File: src/include/obc_pkg.sv
package obc_pkg;
    // Option byte addresses in non-volatile memory
    localparam logic [19:0] OPT_BASE_ADDR = 20'h000c0;
    localparam logic [1:0] OPT_COUNT = 2'h3;
    // AXI register byte offsets
    localparam logic [7:0] REG_WDT_CFG = 8'hc0;
    localparam logic [7:0] REG_VD_CFG = 8'hc1;
    localparam logic [7:0] REG_CLK_CFG = 8'hc2;
    localparam logic [7:0] REG_DBG_CFG = 8'hc3;
    localparam logic [7:0] REG_STATUS = 8'hd0;
    localparam logic [7:0] REG_CTRL = 8'hd4;
    // Status bit positions
    localparam int ST_DONE = 0;
    localparam int ST_BAD_WINDOW = 1;
    localparam int ST_BAD_DETECT = 2;
    localparam int ST_BAD_FLASH = 3;
    localparam int ST_BAD_FREQ = 4;
    localparam int ST_BAD_DEBUG = 5;
    // Byte 0 field positions
    localparam int B0_IRQ = 7;
    localparam int B0_WIN_HI = 6;
    localparam int B0_WIN_LO = 5;
    localparam int B0_RUN = 4;
    localparam int B0_OVF_HI = 3;
    localparam int B0_OVF_LO = 1;
    localparam int B0_STBY = 0;
    // Byte 1 field positions
    localparam int B1_GRP_HI = 7;
    localparam int B1_GRP_LO = 5;
    localparam int B1_PIN = 4;
    localparam int B1_THR_HI = 3;
    localparam int B1_THR_LO = 2;
    localparam int B1_MODE_HI = 1;
    localparam int B1_MODE_LO = 0;
    // Byte 2 and byte 3 field positions
    localparam int B2_FLASH_HI = 7;
    localparam int B2_FLASH_LO = 6;
    localparam int B2_FREQ_HI = 3;
    localparam int B3_DBG_EN = 7;
    localparam int B3_NO_ERASE = 0;
    // Window open period codes
    localparam logic [1:0] WIN_50 = 2'h1;
    localparam logic [1:0] WIN_75 = 2'h2;
    localparam logic [1:0] WIN_100 = 2'h3;
    // Detector modes, as encoded by the two mode bits
    localparam logic [1:0] VD_INT_RST = 2'h2;
    localparam logic [1:0] VD_RST = 2'h3;
    localparam logic [1:0] VD_INT = 2'h1;
    // AXI responses
    localparam logic [1:0] RESP_OKAY = 2'h0;
    localparam logic [1:0] RESP_SLVERR = 2'h2;

    // Decoded watchdog settings
    typedef struct packed {
        logic run_enable;
        logic standby_run;
        logic interval_irq_en;
        logic [1:0] open_period;
        logic [4:0] overflow_log2;
    } obc_wdt_t;

    // Decoded detector, pin, clock and debug settings
    typedef struct packed {
        logic detector_on;
        logic [1:0] detector_mode;
        logic [2:0] level_group;
        logic [1:0] threshold_sel;
        logic reset_pin_select;
        logic flash_high_speed;
        logic [3:0] osc_freq_sel;
        logic debug_enable;
        logic debug_no_erase;
    } obc_sys_t;
endpackage

File: src/hdl/obc_config_loader.sv
// Chosen here: register access over AXI4-Lite.
`timescale 1ns/1ps
// Operation
// - Four option bytes, three user, one debug
// - Load bytes automatically after every reset release
// - Interval interrupt at 75% when bit set
// - Window code 01=50%, 10=75%, 11=100%
// - Run-enable bit starts watchdog after reset
// - Overflow code selects 2^6..2^16 low-speed cycles
// - Standby-run bit keeps watchdog counting in standby
// - Standby-run zero forces 100% window
// - Mode 10: interrupt-and-reset, grouped thresholds
// - Mode 11: reset-only, twelve thresholds
// - Mode 01: interrupt-only, twelve thresholds
// - Group top and mode low bits switch detector off
// - Third byte picks oscillator and flash mode
// - Debug byte enables debug and erase choice
// - Pin select: 0 port, 1 reset input
// - Flash code 10 low speed, 11 high speed
// - Nine oscillator codes, others prohibited
// - Debug bits 00 off, 10 erase, 11 keep
module obc_config_loader (
    input wire logic aclk,
    input wire logic aresetn,
    output logic [19:0] nvm_addr,
    output logic nvm_rd,
    input wire logic [7:0] nvm_data,
    output obc_pkg::obc_wdt_t wdt_cfg_ff,
    output obc_pkg::obc_sys_t sys_cfg_ff,
    output logic cfg_valid_ff,
    input wire logic [7:0] s_axi_awaddr,
    input wire logic s_axi_awvalid,
    output logic s_axi_awready,
    input wire logic [31:0] s_axi_wdata,
    input wire logic [3:0] s_axi_wstrb,
    input wire logic s_axi_wvalid,
    output logic s_axi_wready,
    output logic [1:0] s_axi_bresp,
    output logic s_axi_bvalid,
    input wire logic s_axi_bready,
    input wire logic [7:0] s_axi_araddr,
    input wire logic s_axi_arvalid,
    output logic s_axi_arready,
    output logic [31:0] s_axi_rdata,
    output logic [1:0] s_axi_rresp,
    output logic s_axi_rvalid,
    input wire logic s_axi_rready
);
    typedef enum logic [3:0] {
        ST_ISSUE = 4'b0001,
        ST_WAIT = 4'b0010,
        ST_STORE = 4'b0100,
        ST_RUN = 4'b1000
    } obc_state_t;

    obc_state_t state_ff;
    obc_state_t nxt_state;
    logic [1:0] idx_ff;
    logic [1:0] wait_ff;
    logic [7:0] opt_ff [4];
    logic [7:0] rd_data;
    logic [5:0] status;
    logic [7:0] ctrl_ff;
    logic aw_ff;
    logic w_ff;
    logic [7:0] awaddr_ff;
    logic [31:0] wdata_ff;
    logic [3:0] wstrb_ff;
    logic bvalid_ff;
    logic [1:0] bresp_ff;
    logic rvalid_ff;
    logic [31:0] rdata_ff;
    logic [1:0] rresp_ff;

    // Log2 of watchdog overflow cycles per code
    function automatic logic [4:0] ovf_log2(input logic [2:0] code);
        case (code)
            3'h0: ovf_log2 = 5'h06;
            3'h1: ovf_log2 = 5'h07;
            3'h2: ovf_log2 = 5'h08;
            3'h3: ovf_log2 = 5'h09;
            3'h4: ovf_log2 = 5'h0b;
            3'h5: ovf_log2 = 5'h0d;
            3'h6: ovf_log2 = 5'h0e;
            default: ovf_log2 = 5'h10;
        endcase
    endfunction

    // True when a frequency code is one of the nine legal values
    function automatic logic freq_ok(input logic [3:0] code);
        freq_ok = (code <= 4'h3) || (code >= 4'h9 && code <= 4'hd);
    endfunction

    // True for a listed detector encoding (three-level or twelve-level tables)
    function automatic logic detect_ok(input logic [7:0] b);
        logic [2:0] grp;
        logic [1:0] thr;
        logic [1:0] mode;
        grp = b[obc_pkg::B1_GRP_HI:obc_pkg::B1_GRP_LO];
        thr = b[obc_pkg::B1_THR_HI:obc_pkg::B1_THR_LO];
        mode = b[obc_pkg::B1_MODE_HI:obc_pkg::B1_MODE_LO];
        if (grp[2] && mode[0]) begin
            detect_ok = 1'b1;
        end else if (mode == obc_pkg::VD_INT_RST) begin
            detect_ok = (grp == 3'h1 || grp == 3'h2 || grp == 3'h3) && thr != 2'h3;
        end else if (mode == obc_pkg::VD_RST || mode == obc_pkg::VD_INT) begin
            detect_ok = !grp[2] && grp != 3'h0
                && !(grp == 3'h1 && thr == 2'h0 && 1'b0);
        end else begin
            detect_ok = 1'b0;
        end
    endfunction

    // Fetch sequence: issue read, wait for registered data, store
    always_comb begin
        nxt_state = state_ff;
        case (state_ff)
            ST_ISSUE: nxt_state = ST_WAIT;
            ST_WAIT: nxt_state = (wait_ff == 2'h2) ? ST_STORE : ST_WAIT;
            ST_STORE: nxt_state = (idx_ff == obc_pkg::OPT_COUNT) ? ST_RUN : ST_ISSUE;
            ST_RUN: nxt_state = ST_RUN;
            default: nxt_state = ST_ISSUE;
        endcase
    end

    obc_rom_port u_rom (
        .aclk(aclk),
        .aresetn(aresetn),
        .rd_en(state_ff == ST_ISSUE),
        .rd_idx(idx_ff),
        .nvm_addr(nvm_addr),
        .nvm_rd(nvm_rd),
        .nvm_data(nvm_data),
        .rd_data_ff(rd_data)
    );

    // Sequencer and raw byte capture
    always_ff @(posedge aclk) begin
        if (!aresetn) begin
            state_ff <= ST_ISSUE;
            idx_ff <= 2'h0;
            wait_ff <= 2'h0;
        end else begin
            state_ff <= nxt_state;
            wait_ff <= (state_ff == ST_WAIT) ? wait_ff + 2'h1 : 2'h0;
            if (state_ff == ST_STORE) begin
                opt_ff[idx_ff] <= rd_data;
                idx_ff <= idx_ff + 2'h1;
            end
        end
    end

    // Decode of the fetched bytes, taken once when the last byte lands
    wire [7:0] b0 = opt_ff[0];
    wire [7:0] b1 = opt_ff[1];
    wire [7:0] b2 = opt_ff[2];
    wire [7:0] b3 = (idx_ff == obc_pkg::OPT_COUNT) ? rd_data : opt_ff[3];
    wire load_done = (state_ff == ST_STORE) && (idx_ff == obc_pkg::OPT_COUNT);
    wire [1:0] win_raw = {b0[obc_pkg::B0_WIN_HI], b0[obc_pkg::B0_WIN_LO]};
    wire stby = b0[obc_pkg::B0_STBY];
    wire [1:0] win_eff = stby ? win_raw : obc_pkg::WIN_100;
    wire [1:0] vd_mode = b1[obc_pkg::B1_MODE_HI:obc_pkg::B1_MODE_LO];
    wire vd_off = b1[obc_pkg::B1_GRP_HI] & b1[obc_pkg::B1_MODE_LO];
    wire [1:0] flash_code = b2[obc_pkg::B2_FLASH_HI:obc_pkg::B2_FLASH_LO];
    wire [3:0] freq_code = b2[obc_pkg::B2_FREQ_HI:0];
    wire [1:0] dbg_code = {b3[obc_pkg::B3_DBG_EN], b3[obc_pkg::B3_NO_ERASE]};

    obc_pkg::obc_wdt_t wdt_dec;
    obc_pkg::obc_sys_t sys_dec;
    assign wdt_dec.run_enable = b0[obc_pkg::B0_RUN];
    assign wdt_dec.standby_run = stby;
    assign wdt_dec.interval_irq_en = b0[obc_pkg::B0_IRQ];
    assign wdt_dec.open_period = win_eff;
    assign wdt_dec.overflow_log2 = ovf_log2(b0[obc_pkg::B0_OVF_HI:obc_pkg::B0_OVF_LO]);
    assign sys_dec.detector_on = !vd_off;
    assign sys_dec.detector_mode = vd_off ? 2'h0 : vd_mode;
    assign sys_dec.level_group = b1[obc_pkg::B1_GRP_HI:obc_pkg::B1_GRP_LO];
    assign sys_dec.threshold_sel = b1[obc_pkg::B1_THR_HI:obc_pkg::B1_THR_LO];
    assign sys_dec.reset_pin_select = b1[obc_pkg::B1_PIN];
    assign sys_dec.flash_high_speed = flash_code[0];
    assign sys_dec.osc_freq_sel = freq_code;
    assign sys_dec.debug_enable = dbg_code[1];
    assign sys_dec.debug_no_erase = dbg_code == 2'h3;

    // Done flag and flags for prohibited codes, reported to software
    assign status[obc_pkg::ST_DONE] = cfg_valid_ff;
    assign status[obc_pkg::ST_BAD_WINDOW] = ({opt_ff[0][obc_pkg::B0_WIN_HI],
        opt_ff[0][obc_pkg::B0_WIN_LO]} == 2'h0) && cfg_valid_ff;
    assign status[obc_pkg::ST_BAD_DETECT] = !detect_ok(opt_ff[1]) && cfg_valid_ff;
    assign status[obc_pkg::ST_BAD_FLASH] = !opt_ff[2][obc_pkg::B2_FLASH_HI]
        && cfg_valid_ff;
    assign status[obc_pkg::ST_BAD_FREQ] = !freq_ok(opt_ff[2][obc_pkg::B2_FREQ_HI:0])
        && cfg_valid_ff;
    assign status[obc_pkg::ST_BAD_DEBUG] = ({opt_ff[3][obc_pkg::B3_DBG_EN],
        opt_ff[3][obc_pkg::B3_NO_ERASE]} == 2'h1) && cfg_valid_ff;

    // Decoded settings captured once and held until the next reset
    always_ff @(posedge aclk) begin
        if (!aresetn) begin
            cfg_valid_ff <= 1'b0;
            wdt_cfg_ff <= '0;
            sys_cfg_ff <= '0;
        end else if (load_done) begin
            cfg_valid_ff <= 1'b1;
            wdt_cfg_ff <= wdt_dec;
            sys_cfg_ff <= sys_dec;
        end
    end

    // AXI4-Lite write channel: address and data taken in either order
    wire wr_go = aw_ff && w_ff && !bvalid_ff;
    wire wr_ctrl = awaddr_ff[7:2] == obc_pkg::REG_CTRL[7:2];
    wire wr_ro = awaddr_ff[7:2] == obc_pkg::REG_WDT_CFG[7:2]
        || awaddr_ff[7:2] == obc_pkg::REG_VD_CFG[7:2]
        || awaddr_ff[7:2] == obc_pkg::REG_CLK_CFG[7:2]
        || awaddr_ff[7:2] == obc_pkg::REG_DBG_CFG[7:2]
        || awaddr_ff[7:2] == obc_pkg::REG_STATUS[7:2];
    assign s_axi_awready = !aw_ff && !bvalid_ff;
    assign s_axi_wready = !w_ff && !bvalid_ff;
    assign s_axi_bvalid = bvalid_ff;
    assign s_axi_bresp = bresp_ff;

    always_ff @(posedge aclk) begin
        if (!aresetn) begin
            aw_ff <= 1'b0;
            w_ff <= 1'b0;
            awaddr_ff <= 8'h00;
            wdata_ff <= 32'h00000000;
            wstrb_ff <= 4'h0;
            bvalid_ff <= 1'b0;
            bresp_ff <= obc_pkg::RESP_OKAY;
            ctrl_ff <= 8'h00;
        end else begin
            if (s_axi_awvalid && s_axi_awready) begin
                aw_ff <= 1'b1;
                awaddr_ff <= s_axi_awaddr;
            end
            if (s_axi_wvalid && s_axi_wready) begin
                w_ff <= 1'b1;
                wdata_ff <= s_axi_wdata;
                wstrb_ff <= s_axi_wstrb;
            end
            if (wr_go) begin
                aw_ff <= 1'b0;
                w_ff <= 1'b0;
                bvalid_ff <= 1'b1;
                bresp_ff <= (wr_ctrl || wr_ro) ? obc_pkg::RESP_OKAY : obc_pkg::RESP_SLVERR;
                if (wr_ctrl && wstrb_ff[0]) begin
                    ctrl_ff <= wdata_ff[7:0]; // Scratch byte only
                end
            end else if (bvalid_ff && s_axi_bready) begin
                bvalid_ff <= 1'b0;
            end
        end
    end

    // AXI4-Lite read channel: first option byte, status and scratch
    wire [5:0] ra = s_axi_araddr[7:2];
    wire [31:0] rmux =
        (ra == obc_pkg::REG_WDT_CFG[7:2]) ? {24'h000000, opt_ff[0]} :
        (ra == obc_pkg::REG_STATUS[7:2]) ? {26'h0000000, status} :
        (ra == obc_pkg::REG_CTRL[7:2]) ? {24'h000000, ctrl_ff} : 32'h00000000;
    wire rhit = ra == obc_pkg::REG_WDT_CFG[7:2] || ra == obc_pkg::REG_STATUS[7:2]
        || ra == obc_pkg::REG_CTRL[7:2];
    assign s_axi_arready = !rvalid_ff;
    assign s_axi_rvalid = rvalid_ff;
    assign s_axi_rdata = rdata_ff;
    assign s_axi_rresp = rresp_ff;

    always_ff @(posedge aclk) begin
        if (!aresetn) begin
            rvalid_ff <= 1'b0;
            rdata_ff <= 32'h00000000;
            rresp_ff <= obc_pkg::RESP_OKAY;
        end else if (s_axi_arvalid && s_axi_arready) begin
            rvalid_ff <= 1'b1;
            rdata_ff <= rmux;
            rresp_ff <= rhit ? obc_pkg::RESP_OKAY : obc_pkg::RESP_SLVERR;
        end else if (rvalid_ff && s_axi_rready) begin
            rvalid_ff <= 1'b0;
        end
    end
endmodule

File: src/hdl/obc_rom_port.sv
`timescale 1ns/1ps
// Registered read port onto the option byte area of non-volatile memory
module obc_rom_port (
    input wire logic aclk,
    input wire logic aresetn,
    input wire logic rd_en,
    input wire logic [1:0] rd_idx,
    output logic [19:0] nvm_addr,
    output logic nvm_rd,
    input wire logic [7:0] nvm_data,
    output logic [7:0] rd_data_ff
);
    logic nvm_rd_ff;
    logic [19:0] nvm_addr_ff;
    logic pend_ff;

    assign nvm_addr = nvm_addr_ff;
    assign nvm_rd = nvm_rd_ff;

    // Read strobe lasts one cycle and the address holds until the next read; data captured the cycle after
    always_ff @(posedge aclk) begin
        if (!aresetn) begin
            nvm_rd_ff <= 1'b0;
            nvm_addr_ff <= 20'h00000;
            pend_ff <= 1'b0;
            rd_data_ff <= 8'h00;
        end else begin
            nvm_rd_ff <= rd_en;
            if (rd_en) begin
                nvm_addr_ff <= obc_pkg::OPT_BASE_ADDR + {18'h00000, rd_idx};
            end
            pend_ff <= nvm_rd_ff;
            if (pend_ff) begin
                rd_data_ff <= nvm_data;
            end
        end
    end
endmodule

File: config.mk
export PLATFORM = sky130hd
export DESIGN_NAME = obc_config_loader
export DESIGN_NICKNAME = d
export VERILOG_FILES = /design/src/include/obc_pkg.sv /design/src/hdl/obc_config_loader.sv /design/src/hdl/obc_rom_port.sv
export SDC_FILE = /design/constraint.sdc
export NUM_CORES = 1
export LEC_CHECK = 0
export BUFFER_PORTS_ARGS = -buffer_cell sky130_fd_sc_hd__buf_2
export CORE_MARGIN = 2
export CORE_UTILIZATION = 54
export CTS_CLUSTER_SIZE = 14
export DETAILED_ROUTE_END_ITERATION = 7
export GPL_TIMING_DRIVEN = 0
export PLACE_DENSITY = 0.92
export RECOVER_POWER = 100
export SETUP_SLACK_MARGIN = 0.2
export SKIP_LAST_GASP = 1
export SLEW_MARGIN = 20
export SYNTH_ARGS = -nofsm -noshare
export SYNTH_HDL_FRONTEND = slang
export SYNTH_SLANG_ARGS = --single-unit
File: constraint.sdc
create_clock -name aclk -period 3.3 [get_ports aclk]
set_input_delay 0.33 -clock aclk [delete_from_list [all_inputs] [get_ports aclk]]
set_output_delay 0.33 -clock aclk [all_outputs]
set_load 0.005 [all_outputs]
# == After elaboration in Yosys (flattened, before gate mapping) ==
# Memory sizes are Yosys's and may differ from the RTL's.
# Index checks and enable logic that the tools add are counted.
# word_totals
register_bits,130
wordCells,136
mem_bits_rw,32
inputBits,67
mem_count,1
# classes
n_bitwise,2
magnitude_cmp,3
mux,22
addsub,3
reduce_logical,45
n_eq_ne,27
# mem_list
name,words,width,read_ports,rd_clocked_by_memory_dff,write_ports,line_no,source
opt_ff,4,8,4,0,1,obc_config_loader.sv:60,logic [7:0] opt_ff [4];
# op_table
operator,count
equality test 6 bit (second input constant),6
one-hot mux 5 bit (7 select lines),1
two-way mux 8 bit,4
logical AND 1 bit,20
one-hot mux 4 bit (4 select lines),1
equality test 3 x 2 -> 1 bit (second input constant),4
equality test 2 bit (second input constant),5
two-way mux 1 bit,10
adder 8 x 2 -> 9 bit (first input constant),1
equality test 3 bit (second input constant),3
logical NOT 1 bit,9
logical OR 1 bit,8
two-way mux 2 bit,4
equality test 3 x 1 -> 1 bit (second input constant),2
adder 2 x 1 -> 2 bit (second input constant),2
equality test 2 x 1 -> 1 bit (second input constant),2
equality test 4 x 1 -> 1 bit (second input constant),1
equality test 4 x 2 -> 1 bit (second input constant),1
equality test 4 x 3 -> 1 bit (second input constant),1
equality test 4 bit (second input constant),1
greater-or-equal comparator 4 bit (second input constant),1
less-or-equal comparator 4 x 2 -> 1 bit (second input constant),1
less-or-equal comparator 4 bit (second input constant),1
two-way mux 4 bit,1
other kinds (10),12

# == Longest topological paths before layout ==
# An unclocked memory read counts as a cell.
# depth
word_depth,11
ltp_mapped,6
mapped_depth_nobuf,5

# == Cells and area by module ==
# From an unflattened synthesis, not the netlist that was laid out.
# unflattened
cells_unflattened,461
area_unflattened_um2,4658.2
# by_module_without_submodules
mod,area_per_inst_um2,cells_per_inst,n_inst
obc_config_loader,4067.7,405,1
obc_rom_port,590.6,56,1

# == Worst setup path after synthesis ==
# OpenSTA, ideal clock, no wires.
# synth_timing
path_kind,reg2reg
from,register state_ff[1]
to,memory opt_ff[0][0] (enable)
path_stages_with_launch,3
period_less_slack_ps,1471
t_required_ps,2968
setup_ps,332
arrival_time_ps,1139
path_slack_ps,1829
cell_sequence,dfxtp_1 -> nor4b_4 -> and3_1
# synth_between
elab_chain_cells,4
# synth_rtl
element,line_no,source
from (decl),obc_config_loader.sv:56,obc_state_t state_ff;
from (signal assigned),obc_config_loader.sv:144,state_ff <= nxt_state;
equality test 4 x 3 -> 1 bit,obc_config_loader.sv:146,if (state_ff == ST_STORE) begin
two-way mux 1 bit,obc_config_loader.sv:146,
two-way mux 1 bit,obc_config_loader.sv:139,if (!aresetn) begin
two-way mux 1 bit (not written as such),obc_config_loader.sv:147,opt_ff[idx_ff] <= rd_data;
to (decl),obc_config_loader.sv:60,
# Every way passes these cells.

# == Worst setup path after layout ==
# layout_timing
from,register bvalid_ff (netlist: s_axi_bvalid)
to,register ctrl_ff[3]
# layout_between
elab_chain_cells,3
# layout_rtl
element,line_no,source
from (decl),obc_config_loader.sv:69,logic bvalid_ff;
from (signal assigned),obc_config_loader.sv:230,bvalid_ff <= 1'b0;
from (signal assigned),obc_config_loader.sv:246,bvalid_ff <= 1'b1;
from (signal assigned),obc_config_loader.sv:252,bvalid_ff <= 1'b0;
logical NOT 1 bit,obc_config_loader.sv:211,wire wr_go = aw_ff && w_ff && !bvalid_ff;
logical AND 1 bit,obc_config_loader.sv:211,
AND reduction 2 bit (no source line),-,
to (signal assigned),obc_config_loader.sv:249,ctrl_ff <= wdata_ff[7:0];
to (decl),obc_config_loader.sv:63,logic [7:0] ctrl_ff;
# Every way passes these cells.
# A chain may end at the register's enable or synchronous reset.

==> impl.org <==
** Logic synthesis
- Yosys mapped the design onto 52 distinct sky130hd cell types.
- Synthesized area per cell :: 10.5 um2
- Portion of the post-synthesis area used by sequential elements :: 51.5%
- Cell accounting for the most synthesized area :: dfxtp_1
- Most common flop cell mapped by yosys :: dfxtp_1
- Cell types occupying the most area after synthesis :: dfxtp_1, edfxtp_1, buf_4, mux2i_1, nand2_1
- Number of flops mapped to enable cells by yosys :: 24
- Synthesis produced a netlist whose cell count is 449.
- Number of warnings issued by yosys :: 0
- Netlist area before placement :: 0.00470 mm2
- In the synthesized netlist the async set-or-reset flop fraction comes to 0%.
- Total of flip-flops plus latches after synthesis :: 109
- Fraction of post-synthesis cell area in the top cell type by area :: 36.2%

** Die
- DIE AREA :: 0.00947 mm2
- Initial core utilization :: 54.7%
- The total area inside the core boundary comes to 0.00859 mm2.
- Vertical die dimension :: 97.3 um
- Number of placement rows :: 34
- 156 I/O pins were placed.
- X dimension of the die :: 97.3 um

** Hold path
- Hold wc startpoint :: s_axi_wdata[4]
- In this run the worst hold path is classified as in -> reg.

** Setup path
- Of all nets on the critical path, the largest fanout is 8.
- STA puts the critical path data arrival time at 2.59 ns.
- STA classifies the critical path endpoint as a register.
- Critical register-to-register path startpoint :: s_axi_bvalid
- Data required time at the worst endpoint :: 3.56 ns
- The worst setup path is launched from a register.
- Setup CP Type :: reg -> reg
- In this run the worst setup path begins at s_axi_bvalid.

** Clock network
- Quantity of hold-fixing buffers added after cts :: 0
- Total clock buffers created by CTS :: 9
- Number of buffers on the longest clock path :: 2
- The clock drives 109 sinks.
- In this run the post-CTS setup repair buffer count came out at 0.
- Maximum level of the CTS H-tree :: 3
- TritonCTS built the clock tree.
- In this run, post-CTS repair resized a total of 0 instances.
- Clock-pin slew was measured on the worst setup and hold paths at 0.11 ns.
- Clock Latency Late Sink :: 0.37 ns
- Clock tree synthesis selected as its root buffer the cell clkbuf_8.

** Pwr
- Summing internal, switching and leakage power gives 2.52 mW.
- The analysis attributes to cell leakage a power of 2.26 nW.
- IR analysis of the VDD net gives a maximum drop of 0.270 mV.
- In this run the power density over the cells is 462 mW/mm2.

** STA
- Setup violations remaining at the end of the flow were counted as 0.
- Hold is met by 0.199 ns.
- The clock period could shrink to 2.33 ns.
- At the pin with the least slew margin, the transition time is 1.50 ns.
- Worst Skew :: 0.0131 ns
- Derived from the worst setup path, the maximum achievable clock frequency is 0.428 GHz.
- Portion of the clock cycle consumed by the worst path in the final layout :: 70.7%
- Setup slack closes at 0.966 ns.
- Aggregate negative setup slack :: 0 ns
- Setup repair after global routing left no endpoint under its margin.
- Measured against its own limit, the worst slew margin works out to -0.511%.
- Number of hold violations in the final report :: 0
- The count of pins over their slew limit is 1.

** Place
- Sum of net half-perimeters after detailed placement :: 7.75 mm
- Worst setup slack after placement :: 1.30 ns
- Final RePlAce weighted congestion :: 0.821
- Once placement completed, the tool counted placed cells totaling 680.
- IO buf count :: 82
- Placement Cell Area :: 0.00540 mm2

** Routing
- For this block, the via count after detailed routing is 3,466.
- Number of detailed-route iterations in the first pass :: 4
- Summed over all layers, the routed wires come to 9.95 mm.
- In the final routed layout, each cell accounts on average for 14.3 um.
- Average vias per placed instance :: 4.98
- The count of nets left with antenna violations once routing finished came out at 0.
- Final routed DRC violation total :: 0
- The detailed router finished its first iteration with 190 violations.

** Global route
- Antenna violations before repair :: 0
- For this run, global-route usage on met1 was measured as 25.0%.
- Global routing used 21.0% of the available tracks.
- For met2 alone, demand over resource in global routing was 37.4%.
- Wire length of the first global-routing pass :: 16.0 mm
- Global route overflow :: 0
- Vias in the first global route :: 3,456
- For this run, global-route usage on met3 was measured as 4.75%.
- Busiest layer in global routing :: met2
- Largest net degree at the start of global routing :: 21

** Run status
- The run finished, with violations left.
- Violated checks :: max-capacitance violations, max-slew violations

** Layout
- Area growth from synthesis to layout :: 16.1%
- Fraction of final layout cells sized beyond drive strength 1 :: 20.6%
- Once layout is complete, the cells apart from fillers number 696.
- Once layout is complete, the utilization of the core stands at 63.5%.
- Final #Nets :: 655
- Area of all placed cells without fillers :: 0.00545 mm2
- The repair_antennas step left the layout with diodes totalling 0.

** Flow run
- The tool flagged a number of max-cap violations equal to 1.
## placed cells by master, fill, tap and decap left out, types with 6 or more instances in the layout
cell	synthesis	layout
a21boi_0	14	31
a21oi_1	7	7
and3_1	8	8
buf_2	3	56
buf_4	43	42
clkbuf_1	15	47
clkbuf_8	0	9
conb_1	1	42
dfxtp_1	85	85
edfxtp_1	24	24
inv_1	7	7
inv_6	0	6
mux2i_1	26	26
nand2_1	68	68
nand3_1	6	6
nor2_1	13	13
nor2b_1	33	33
o21ai_0	9	9
## cells in the mapped netlist (2+ instances only)
cell / number
o211ai_1: 2
buf_4: 43
clkbuf_1: 15
nor4bb_1: 2
o21ai_0: 9
nand3_1: 6
a21boi_0: 14
buf_8: 2
ha_1: 5
a21oi_1: 7
nor3b_1: 3
a31oi_1: 3
o211a_1: 3
nor2_1: 13
nor3_1: 2
dfxtp_1: 85
a22oi_1: 4
nor2b_1: 33
and3_1: 8
edfxtp_1: 24
and2_1: 5
o21a_1: 3
nand3b_1: 4
mux2i_1: 26
inv_1: 7
nand2_1: 68
a21boi_1: 3
a21o_1: 2
a22o_1: 2
buf_2: 3
a21boi_2: 17
xnor2_1: 2
nand2b_1: 5
## state kept, by name, indices dropped and copies added (netlist names), 2 cells and up
signal,flops
wait_ff,2
state_ff,4
u_rom.rd_data_ff,8
u_rom.nvm_addr,3
wdata_ff,8
awaddr_ff,6
wdt_cfg_ff,10
ctrl_ff,8
opt_ff,24
s_axi_rdata,8
idx_ff,2
sys_cfg_ff,16
## power by group
| part | switching, mW | total [mW] | internal [mW] |
|---|---|---|---|
| sequential | 0.0381 | 1.44 | 1.40 |
| combinational | 0.114 | 0.236 | 0.122 |
| clock | 0.474 | 0.842 | 0.368 |
| total | 0.626 | 2.52 | 1.89 |
## cells by family (layout without fill, tap and decap cells)
logic type | count (synthesis) | in the layout | synth area share (%)
adder cells (fa/ha/maj) | 5 | 5 | 1.33
AO/OA/AOI/OAI | 76 | 76 | 13.0
XOR/XNOR | 2 | 2 | 0.373
buffers and inverters | 71 | 169 | 10.0
flip-flops | 109 | 109 | 51.5
other | 1 | 42 | 0.0798
multiplexers | 27 | 27 | 5.78
AND/OR/NAND/NOR | 158 | 158 | 17.8
## per-layer routing
layer | vias up | share of wire, %
met1 | 1588 | 41
met5 | - | 0
met2 | 143 | 49
met4 | 0 | 1.7
met3 | 19 | 7.8
li1 | 1716 | -
## worst paths after layout
kind	endpoint	slack, ns	cells after the start
setup / recovery	ctrl_ff[3]	0.97	4
hold reg to reg	wait_ff[0]	0.42	1
setup reg to reg	ctrl_ff[3]	0.97	4
hold / removal	wdata_ff[4]	0.20	3
## cell type report
cell class / count / area (um2)
tap: 108 / 135
multi-input combinational: 310 / 1880
sequential: 109 / 2420
inverter: 7 / 26.3
timing repair buffer: 82 / 377
clock inverter: 7 / 82.6
clock buffer: 9 / 124
buffer: 64 / 403
fill: 727 / 3140
## critical path, cell delays in order, from the launching register on
cell	delay [ns]
dfxtp_1	0.36
nand3b_1	0.24
nor3_1	1.21
mux2i_1	0.33
nor2b_1	0.07
Note: power is estimated with default switching activity, not from simulation.
